[src/dcai_pkg.sv]
// Package with constants and types shared by the DDR3 command/address ends.
package dcai_pkg;
  localparam int BANK_W = 3;
  localparam int ADDR_W = 13;
  localparam int COL_W = 10;
  localparam int NUM_BANKS = 8;
  localparam int AP_BIT = 10;
  localparam int BC_BIT = 12;
  localparam int BA_SEL_W = 2;
  localparam int CLK_MHZ = 125;
  localparam int REF_NORM_NS = 7800;
  localparam int REF_HOT_NS = 3900;
  localparam int REF_NORM_CYC = (REF_NORM_NS * CLK_MHZ) / 1000;
  localparam int REF_HOT_CYC = (REF_HOT_NS * CLK_MHZ) / 1000;
  // Mode op-code fields (device-local layout).
  localparam int MR_BL_BIT = 0;
  localparam int MR_BT_BIT = 3;
  localparam int MR_AL_LSB = 3;
  localparam int MR_CL_LSB = 4;
  localparam logic [1:0] AL_ZERO = 2'h0;
  localparam logic [1:0] AL_CLM1 = 2'h1;
  localparam logic [1:0] AL_CLM2 = 2'h2;
  localparam logic [3:0] CL_RESET = 4'h9;
  // Command code {csN, rasN, casN, weN}.
  typedef enum logic [3:0] {
    CMD_MRS = 4'h0,
    CMD_REF = 4'h1,
    CMD_PRE = 4'h2,
    CMD_ACT = 4'h3,
    CMD_WR = 4'h4,
    CMD_RD = 4'h5,
    CMD_NOP = 4'h7,
    CMD_DES = 4'h8
  } dcai_cmd_t;
endpackage

[src/dcai_if.sv]
// Interface carrying the DDR3 command, address and clocking pins.
`timescale 1ns/100ps
interface dcai_if;
  logic ckT;
  logic ckC;
  logic cke;
  logic csN;
  logic rasN;
  logic casN;
  logic weN;
  logic [dcai_pkg::BANK_W-1:0] ba;
  logic [dcai_pkg::ADDR_W-1:0] addr;
  logic [1:0] dqsT;
  logic [1:0] dqsC;
  logic [15:0] dqH;
  logic [15:0] dqD;
  logic dqOeD;
  logic dqOeH;
  modport ctrl (output ckT, ckC, cke, csN, rasN, casN, weN, ba, addr,
    dqH, dqOeH, input dqsT, dqsC, dqD, dqOeD);
  modport dev (input ckT, ckC, cke, csN, rasN, casN, weN, ba, addr,
    dqH, dqOeH, output dqsT, dqsC, dqD, dqOeD);
endinterface

[src/dcai_device.sv]
// Device end: samples pins, decodes commands, tracks banks and modes.
`timescale 1ns/100ps
module dcai_device #(
  parameter int NBANK = dcai_pkg::NUM_BANKS
) (
  // Clock and reset.
  input wire logic clk_sys,
  input wire logic rst_b,
  // Memory pins.
  dcai_if.dev pins,
  // User-side status.
  output logic [NBANK-1:0] bankOpen,
  output logic [NBANK*dcai_pkg::ADDR_W-1:0] openRows,
  output logic [dcai_pkg::BANK_W-1:0] colBank,
  output logic [dcai_pkg::COL_W-1:0] colAddr,
  output logic colValid,
  output logic colWrite,
  output logic colAutoPre,
  output logic colChop,
  output logic [dcai_pkg::ADDR_W-1:0] modeOp,
  output logic [dcai_pkg::BA_SEL_W-1:0] modeSel,
  output logic burstLen8,
  output logic burstInterleave,
  output logic [1:0] addLatency,
  output logic powerDown,
  output logic activePowerDown,
  output logic selfRefresh,
  output logic clkRunning
);
  initial begin
    if (NBANK != dcai_pkg::NUM_BANKS) $error("NBANK must be eight");
    if ((1 << dcai_pkg::BANK_W) < NBANK) $error("bank address too narrow");
    if (dcai_pkg::COL_W > dcai_pkg::AP_BIT) $error("column hits precharge bit");
    if (dcai_pkg::BC_BIT >= dcai_pkg::ADDR_W) $error("chop bit outside address");
  end
  typedef enum logic [2:0] {
    ST_RUN = 3'h1,
    ST_PD = 3'h2,
    ST_SR = 3'h4
  } dcai_pwr_t;
  typedef struct packed {
    logic [1:0] ckT;
    logic [1:0] ckC;
    logic [1:0] cke;
    logic [1:0] csN;
    logic [1:0] rasN;
    logic [1:0] casN;
    logic [1:0] weN;
    logic [1:0][dcai_pkg::BANK_W-1:0] ba;
    logic [1:0][dcai_pkg::ADDR_W-1:0] addr;
    logic ckSeen;
    logic [NBANK-1:0] open;
    logic [NBANK-1:0][dcai_pkg::ADDR_W-1:0] row;
    logic [dcai_pkg::BANK_W-1:0] cBank;
    logic [dcai_pkg::COL_W-1:0] cAddr;
    logic cValid;
    logic cWrite;
    logic cAp;
    logic cChop;
    logic [dcai_pkg::ADDR_W-1:0] op;
    logic [dcai_pkg::BA_SEL_W-1:0] sel;
    logic bl8;
    logic bt;
    logic [1:0] al;
    logic act;
    dcai_pwr_t pwr;
  } dcai_dev_st_t;
  dcai_dev_st_t st_reg;
  dcai_dev_st_t st_next;
  logic rise;
  logic [3:0] cmd;
  logic [dcai_pkg::BANK_W-1:0] ba;
  logic [dcai_pkg::ADDR_W-1:0] ad;
  logic [dcai_pkg::BA_SEL_W-1:0] mrSel;
  logic [1:0] alCode;
  always_comb begin
    st_next = st_reg;
    // Two-flop synchronisers on every clock, clock-enable, command and address pin.
    st_next.ckT = {st_reg.ckT[0], pins.ckT};
    st_next.ckC = {st_reg.ckC[0], pins.ckC};
    st_next.cke = {st_reg.cke[0], pins.cke};
    st_next.csN = {st_reg.csN[0], pins.csN};
    st_next.rasN = {st_reg.rasN[0], pins.rasN};
    st_next.casN = {st_reg.casN[0], pins.casN};
    st_next.weN = {st_reg.weN[0], pins.weN};
    st_next.ba = {st_reg.ba[0], pins.ba};
    st_next.addr = {st_reg.addr[0], pins.addr};
    st_next.ckSeen = st_reg.ckT[1] & ~st_reg.ckC[1];
    // True clock high and complement low after being otherwise.
    rise = st_reg.ckT[1] & ~st_reg.ckC[1] & ~st_reg.ckSeen;
    cmd = {st_reg.csN[1], st_reg.rasN[1], st_reg.casN[1], st_reg.weN[1]};
    ba = st_reg.ba[1];
    ad = st_reg.addr[1];
    mrSel = ba[dcai_pkg::BA_SEL_W-1:0];
    alCode = ad[dcai_pkg::MR_AL_LSB +: 2];
    st_next.cValid = 1'b0;
    if (rise) begin
      unique case (st_reg.pwr)
        ST_RUN: begin
          if (!st_reg.cke[1]) begin
            // Clock suspended from here; state below stays frozen.
            st_next.act = |st_reg.open;
            // A refresh with a bank still open falls back to power-down.
            if (cmd == dcai_pkg::CMD_REF && ~|st_reg.open) begin
              st_next.pwr = ST_SR;
            end else begin
              st_next.pwr = ST_PD;
            end
          end else if (!cmd[3]) begin
            unique case (cmd)
              dcai_pkg::CMD_ACT: begin
                st_next.open[ba] = 1'b1;
                st_next.row[ba] = ad;
              end
              dcai_pkg::CMD_PRE: begin
                if (ad[dcai_pkg::AP_BIT]) begin
                  st_next.open = '0;
                end else begin
                  st_next.open[ba] = 1'b0;
                end
              end
              dcai_pkg::CMD_RD, dcai_pkg::CMD_WR: begin
                st_next.cValid = 1'b1;
                st_next.cWrite = ~cmd[0];
                st_next.cBank = ba;
                st_next.cAddr = ad[dcai_pkg::COL_W-1:0];
                st_next.cAp = ad[dcai_pkg::AP_BIT];
                st_next.cChop = ~ad[dcai_pkg::BC_BIT];
                // Auto-precharge closes the bank as the column is taken.
                if (ad[dcai_pkg::AP_BIT]) begin
                  st_next.open[ba] = 1'b0;
                end
              end
              dcai_pkg::CMD_MRS: begin
                st_next.op = ad;
                st_next.sel = mrSel;
                if (mrSel == 2'h0) begin
                  st_next.bl8 = ~ad[dcai_pkg::MR_BL_BIT];
                  st_next.bt = ad[dcai_pkg::MR_BT_BIT];
                end else if (mrSel == 2'h1) begin
                  // The fourth code is reserved; the old setting stays.
                  if (alCode inside {dcai_pkg::AL_ZERO,
                      dcai_pkg::AL_CLM1, dcai_pkg::AL_CLM2}) begin
                    st_next.al = alCode;
                  end
                end
              end
              default: begin
              end
            endcase
          end
        end
        ST_PD, ST_SR: begin
          // The waking crossing carries no command; it restarts the clock.
          if (st_reg.cke[1]) begin
            st_next.pwr = ST_RUN;
          end
        end
      endcase
    end
  end
  always_ff @(posedge clk_sys) begin
    if (!rst_b) begin
      st_reg <= '0;
      // Idle-high pins reset high so that no false command follows reset.
      st_reg.ckC <= 2'h3;
      st_reg.cke <= 2'h0;
      st_reg.csN <= 2'h3;
      st_reg.rasN <= 2'h3;
      st_reg.casN <= 2'h3;
      st_reg.weN <= 2'h3;
      st_reg.bl8 <= 1'b1;
      st_reg.al <= dcai_pkg::AL_ZERO;
      st_reg.pwr <= ST_RUN;
    end else begin
      st_reg <= st_next;
    end
  end
  // Read data and strobes are not modelled; pins stay released.
  assign pins.dqsT = 2'h0;
  assign pins.dqsC = 2'h3;
  assign pins.dqD = 16'h0000;
  assign pins.dqOeD = 1'b1;
  assign bankOpen = st_reg.open;
  generate
    for (genvar g = 0; g < NBANK; g++) begin : g_row
      assign openRows[g*dcai_pkg::ADDR_W +: dcai_pkg::ADDR_W] =
        st_reg.row[g];
    end
  endgenerate
  assign colBank = st_reg.cBank;
  assign colAddr = st_reg.cAddr;
  assign colValid = st_reg.cValid;
  assign colWrite = st_reg.cWrite;
  assign colAutoPre = st_reg.cAp;
  assign colChop = st_reg.cChop;
  assign modeOp = st_reg.op;
  assign modeSel = st_reg.sel;
  assign burstLen8 = st_reg.bl8;
  assign burstInterleave = st_reg.bt;
  assign addLatency = st_reg.al;
  // Power status is decoded from the registered state, so it is glitch free.
  assign powerDown = (st_reg.pwr == ST_PD);
  assign activePowerDown = (st_reg.pwr == ST_PD) & st_reg.act;
  assign selfRefresh = (st_reg.pwr == ST_SR);
  assign clkRunning = (st_reg.pwr == ST_RUN);
endmodule // dcai_device

[src/flat_wrapper.sv]
// flat-port wrapper written by rule: the top's interface ports become plain ports
module dcai_device_flat 
#(
  parameter int NBANK = dcai_pkg::NUM_BANKS
)
  (clk_sys, rst_b, bankOpen, openRows, colBank, colAddr, colValid, colWrite, colAutoPre, colChop, modeOp, modeSel, burstLen8, burstInterleave, addLatency, powerDown, activePowerDown, selfRefresh, clkRunning, pins_ckT, pins_ckC, pins_cke, pins_csN, pins_rasN, pins_casN, pins_weN, pins_ba, pins_addr, pins_dqH, pins_dqOeH, pins_dqsT, pins_dqsC, pins_dqD, pins_dqOeD);
  dcai_if pins_i ();
  input wire logic clk_sys;
  input wire logic rst_b;
  output logic [NBANK-1:0] bankOpen;
  output logic [NBANK*dcai_pkg::ADDR_W-1:0] openRows;
  output logic [dcai_pkg::BANK_W-1:0] colBank;
  output logic [dcai_pkg::COL_W-1:0] colAddr;
  output logic colValid;
  output logic colWrite;
  output logic colAutoPre;
  output logic colChop;
  output logic [dcai_pkg::ADDR_W-1:0] modeOp;
  output logic [dcai_pkg::BA_SEL_W-1:0] modeSel;
  output logic burstLen8;
  output logic burstInterleave;
  output logic [1:0] addLatency;
  output logic powerDown;
  output logic activePowerDown;
  output logic selfRefresh;
  output logic clkRunning;
  input wire logic [$bits(pins_i.ckT)-1:0] pins_ckT;
  input wire logic [$bits(pins_i.ckC)-1:0] pins_ckC;
  input wire logic [$bits(pins_i.cke)-1:0] pins_cke;
  input wire logic [$bits(pins_i.csN)-1:0] pins_csN;
  input wire logic [$bits(pins_i.rasN)-1:0] pins_rasN;
  input wire logic [$bits(pins_i.casN)-1:0] pins_casN;
  input wire logic [$bits(pins_i.weN)-1:0] pins_weN;
  input wire logic [$bits(pins_i.ba)-1:0] pins_ba;
  input wire logic [$bits(pins_i.addr)-1:0] pins_addr;
  input wire logic [$bits(pins_i.dqH)-1:0] pins_dqH;
  input wire logic [$bits(pins_i.dqOeH)-1:0] pins_dqOeH;
  output wire logic [$bits(pins_i.dqsT)-1:0] pins_dqsT;
  output wire logic [$bits(pins_i.dqsC)-1:0] pins_dqsC;
  output wire logic [$bits(pins_i.dqD)-1:0] pins_dqD;
  output wire logic [$bits(pins_i.dqOeD)-1:0] pins_dqOeD;
  assign pins_i.ckT = pins_ckT;
  assign pins_i.ckC = pins_ckC;
  assign pins_i.cke = pins_cke;
  assign pins_i.csN = pins_csN;
  assign pins_i.rasN = pins_rasN;
  assign pins_i.casN = pins_casN;
  assign pins_i.weN = pins_weN;
  assign pins_i.ba = pins_ba;
  assign pins_i.addr = pins_addr;
  assign pins_i.dqH = pins_dqH;
  assign pins_i.dqOeH = pins_dqOeH;
  assign pins_dqsT = pins_i.dqsT;
  assign pins_dqsC = pins_i.dqsC;
  assign pins_dqD = pins_i.dqD;
  assign pins_dqOeD = pins_i.dqOeD;
  dcai_device #(.NBANK(NBANK)) u_core (.clk_sys(clk_sys), .rst_b(rst_b), .pins(pins_i), .bankOpen(bankOpen), .openRows(openRows), .colBank(colBank), .colAddr(colAddr), .colValid(colValid), .colWrite(colWrite), .colAutoPre(colAutoPre), .colChop(colChop), .modeOp(modeOp), .modeSel(modeSel), .burstLen8(burstLen8), .burstInterleave(burstInterleave), .addLatency(addLatency), .powerDown(powerDown), .activePowerDown(activePowerDown), .selfRefresh(selfRefresh), .clkRunning(clkRunning));
endmodule
[config.mk]
export PLATFORM = sky130hd
export DESIGN_NAME = dcai_device_flat
export DESIGN_NICKNAME = d
export VERILOG_FILES = /design/src/dcai_pkg.sv /design/src/dcai_if.sv /design/src/dcai_device.sv /design/src/flat_wrapper.sv
export SDC_FILE = /design/constraint.sdc
export NUM_CORES = 1
export LEC_CHECK = 0
export ABC_AREA = 1
export BUFFER_PORTS_ARGS = -buffer_cell sky130_fd_sc_hd__buf_4
export CORE_AREA = 2 2 124 174
export DETAILED_ROUTE_END_ITERATION = 12
export DIE_AREA = 0 0 126 176
export GPL_TIMING_DRIVEN = 0
export PLACE_DENSITY = 0.68
export RECOVER_POWER = 50
export SLEW_MARGIN = 15
export SYNTH_ARGS = -nofsm -noshare
export SYNTH_HDL_FRONTEND = slang
export SYNTH_SLANG_ARGS = --single-unit
export TNS_END_PERCENT = 100
[constraint.sdc]
create_clock -name clk_sys -period 1.45 [get_ports clk_sys]
set_input_delay 0.0725 -clock clk_sys [delete_from_list [all_inputs] [get_ports clk_sys]]
set_output_delay 0.0725 -clock clk_sys [all_outputs]
set_load 0.01 [all_outputs]
# == Word-level counts from Yosys, hierarchy flattened ==
# Cells that the tools add are included.
# totals
regBits,199
output_inout_bits,173
# classes
n_lt_le_gt_ge,2
eq_ne,14
n_mux,13
n_bitwise,17
n_reduce_logical,20
# ops
cell,count
$bwmux W104,1
$demux W13 S3,1
$pmux W8 S3,1
$mux W8,2
$reduce_and A5 Y1,3
$mux W13,1
$reduce_and A6 Y1,2
$not A1 Y1,11
$mux W3,3
$and A8 B8 Y8,1
$eq A4 B2 Y1 const B,2
$eq A4 B3 Y1 const B,2
$not A8 Y8,1
$or A8 B8 Y8,1
$reduce_and A8 Y1,1
$reduce_or A8 Y1,1
$pmux W3 S2,1
$reduce_and A3 Y1,2
$reduce_bool A3 Y1,2
$reduce_or A5 Y1,1
$eq A2 B1 Y1 const B,2
$eq A4 B1 Y1 const B,1
$logic_not A2 Y1,2
$logic_not A4 Y1,1
other kinds (15),20

# == Longest topological paths before layout ==
# logic_depth
word_depth,8
ltp_mapped,10
depth_no_buf,9

# == Worst setup path before layout ==
# Ideal clock, no wire load.
# synth_timing
path_kind,reg-to-reg
from,"register u_core.st_reg, in the netlist u_core.cmd[3]"
to,"register u_core.st_reg, in the netlist u_core.openRows[28]"
arrival_time_ns,1.407
slack_ns,-0.070
path_stages_with_launch,8
n_path_buf,1
period_less_slack_ns,1.520
path_cell_list,dfxtp_1 > nor2_1 > nand2_1 > nor2_8 > nand2_4 > buf_2 > nor2_1 > nor2_1
# synth_between
elab_chain_cells,2
# synth_rtl
item,line_no,source
from (decl),dcai_device.sv:68,dcai_dev_st_t st_reg;
from (signal assigned),dcai_device.sv:176,st_reg <= st_next;
$eq A4 B2 Y1 / $not A1 Y1 (equally long branches),n/a,
$reduce_and A5 Y1 (no source line) (*),n/a,
# Every way passes the cells marked *; elsewhere a longest branch is shown, timed or not.
# A chain may end at the register's enable or synchronous reset.

# == Worst setup path after layout ==
# layout_timing
from,register u_core.st_reg[2] (netlist name)
to,"register u_core.st_reg, in the netlist u_core.modeOp[5]"
# layout_between
elab_chain_cells,2
# layout_rtl
item,line_no,source
$eq A3 B1 Y1,dcai_device.sv:98,unique case (st_reg.pwr)
$reduce_and A5 Y1 (no source line),n/a,
# No other way between the ends.

==> flow_summary.json <==
{
  "clk_transition_reported_paths_ns": 0.08,
  "timing.hold.ws_ns": 0.346,
  "outcome": "complete, but fails checks",
  "layout.nets": 1641,
  "ys_types": 27,
  "first_pass_iters": 5,
  "setup_viol": 127,
  "antennaDiodeCount": 0,
  "syn_to_final_growth_pct": 39.6,
  "avgSynthCellArea_sq_um": 6.93,
  "synthesis.area_sq_mm": 0.00914,
  "relSlewSlack_pct": 37.9,
  "ir_drop_v": 0.000779,
  "cp.arrival_ns": 1.96,
  "tightest_slew_ns": 0.930,
  "wl_um": 25900,
  "hold_class": "in2reg",
  "worstPathMaxFanout": 10,
  "powerDensity_mw_per_mm2": 830,
  "hold_violations": 0,
  "die_area_sq_mm": 0.0222,
  "layout-drive-gt1-share_pct": 34.1,
  "totalPowerFinal_mw": 10.6,
  "violations": "setup timing",
  "cts-root-buf": "clkbuf_16",
  "cp.required_ns": 1.82,
  "cts_tree": "yes",
  "cp-start-kind": "flop",
  "grt_pass1_vias": 7697,
  "cpMaxStageDelayCell": "dfxtp_2",
  "synthCells": 1319,
  "clockBufferDepth": 2,
  "synth_edf_count": 0,
  "gr-usage-met1_pct": 26.3,
  "synth_ff_type": "dfxtp_1",
  "grtUsageMet2_pct": 40.6,
  "num_rows": 62,
  "top_usage_layer": "met2",
  "via_per_inst": 4.44,
  "drc": 0,
  "detail_route.wl_per_cell_um": 13.9,
  "synth.ff_latch_count": 199,
  "grt_antenna_before_repair": 0,
  "p_leak_nw": 6.81,
  "hpwl_um": 16700,
  "ios": 215,
  "start_util_pct": 44.6,
  "clock_sinks": 199,
  "grt_pass1_wl_um": 38800,
  "die_h_um": 176,
  "largest_register_ffs": 104,
  "final_max_slew_viol_count": 0,
  "cp_cell_sequence": "inv_4, nand3_4, nor2_4, nand2_4, buf_4, buf_4, nor2_4, buf_6, o21ai_1, nor2_1",
  "yosys_warnings": 0,
  "critPathKind": "reg2reg",
  "numCtsBuffers": 17,
  "dr_total_vias": 8285,
  "clock_latency_ns": 0.45,
  "htreeDepth": 4,
  "fmax_mhz": 631,
  "grt_usage_pct": 22.4,
  "ant_nets": 0,
  "die_w_um": 126,
  "drt_iter0_drc": 389,
  "yosysSeqAreaShare_pct": 43.6,
  "period_share_pct": 109,
  "critPathCaptureType": "flop",
  "slowest_delay_ns": 0.34,
  "numPortBuffers": 175,
  "fin_ws_ns": -0.134,
  "met3_usage_pct": 3.64,
  "skew_ns": 0.0129,
  "gp_congestion": 0.879,
  "maxCapViolations": 0,
  "period_needed_ns": 1.58,
  "grt_max_degree": 19,
  "grt-ovfl-total": 0,
  "coreArea_sq_mm": 0.0205,
  "async_reset_ff_share_pct": 0,
  "grt_setup_unrepaired": "yes"
}
[what timing repair did]
action                                  in CTS  in global routing
gates resized for setup                    126                153
cloned                                       8                  7
endpoints found under the setup margin     147                142
pin swaps                                   36                 66
setup buffers                               29                  8
hold endpoints to repair                    23                  0
hold buffers                                23                  0
[cells in the final DEF (no fill, tap or decap), drive strengths merged]
cell type      netlist  routed
nand3               27      27
dlygate4sd3          0      23
o211ai               1       1
clkdlybuf4s15        0       1
nand4               14      14
nand2              331     332
clkinv               0       4
nor3                 2       2
conb                 2      21
nand3b               2       2
or2                 11      11
buf                195     310
nor2               269     269
dfxtp              199     199
o21ai               20      20
clkbuf              26     146
a21oi               24      24
clkinvlp             0       3
inv                196     202
[cell type report]
type / instances / area [sq um]
fill: 1885 / 7710
sequential: 199 / 3990
multi-input combinational: 723 / 3680
timing repair buffer: 248 / 1890
buffer: 214 / 1590
inverter: 196 / 741
clock buffer: 18 / 429
tap: 256 / 320
clock inverter: 13 / 114
[cell families (layout without fill, tap and decap cells)]
kind of cell,after synthesis,count (layout),synth area share (%)
other,2,21,0.0821
DFF,199,199,43.6
AOI/OAI and AO/OA,45,45,2.49
buffers and inverters,417,689,24.6
and+or+nand+nor,656,657,29.2
[critical path: cells and delay by family (launching register included)]
family | cells | cell delay [ns]
buffers and inverters | 4 | 0.51
DFF | 1 | 0.34
AOI/OAI and AO/OA | 1 | 0.07
and+or+nand+nor | 5 | 0.59
[through the flow]
stage | worst slack [ns] | setup TNS [ns] | util (%) | instances | cell area, sq um
after floorplan | -0.0306 | -2.82 | - | 1338 | 9280
after global placement | -0.401 | -46.02 | 53.3 | 1769 | 10900
after detailed placement | -0.376 | -46.59 | 53.3 | 1769 | 10900
after CTS | -0.103 | -7.49 | 60.8 | 1856 | 12500
after global routing | -0.223 | -21.30 | 62.3 | 1867 | 12800
final | -0.134 | -9.70 | 62.3 | 1867 | 12800
[final timing paths]
kind	from	endpoint	slack (ns)	cells past startpoint
min	pins_addr[5]	u_core.st_next[171]$_SDFF_PN0_	0.35	4
min reg2reg	u_core.st_next[198]$_SDFF_PN0_	u_core.st_reg[198]$_SDFF_PN0_	0.41	2
max reg2reg	u_core.st_reg[2]$_SDFFE_PN0P_	u_core.modeOp[5]$_SDFFE_PN0P_	-0.13	10
max	u_core.st_reg[2]$_SDFFE_PN0P_	u_core.modeOp[5]$_SDFFE_PN0P_	-0.13	10
[power by group]
group / internal, mW / switching [mW] / leakage, nW
combinational: 0.197 / 0.299 / 4.94
clock: 2.24 / 2.25 / 0.259
sequential: 5.52 / 0.0818 / 1.61
[synth_stat cells, types with 3 or more instances]
cell type	number	area share, %
dfxtp_1	199	44
nand3_1	25	1.4
clkbuf_1	26	1.1
nand2_1	322	13
o21ai_0	10	0.55
buf_4	163	13
nand4_1	14	0.96
nand2_4	8	0.99
o21ai_1	10	0.55
buf_6	8	0.99
inv_1	193	7.9
a21oi_1	24	1.3
buf_2	11	0.60
buf_1	13	0.53
nor2_1	264	11
nor2_2	3	0.21
inv_2	3	0.12
or2_2	10	0.68
[per-layer routing]
metal	wire length (um)	vias up
met1	10600	3723
met5	0	-
met3	1380	50
met4	804	0
li1	-	4230
met2	13100	282
Power figures use the tool's default switching activity.
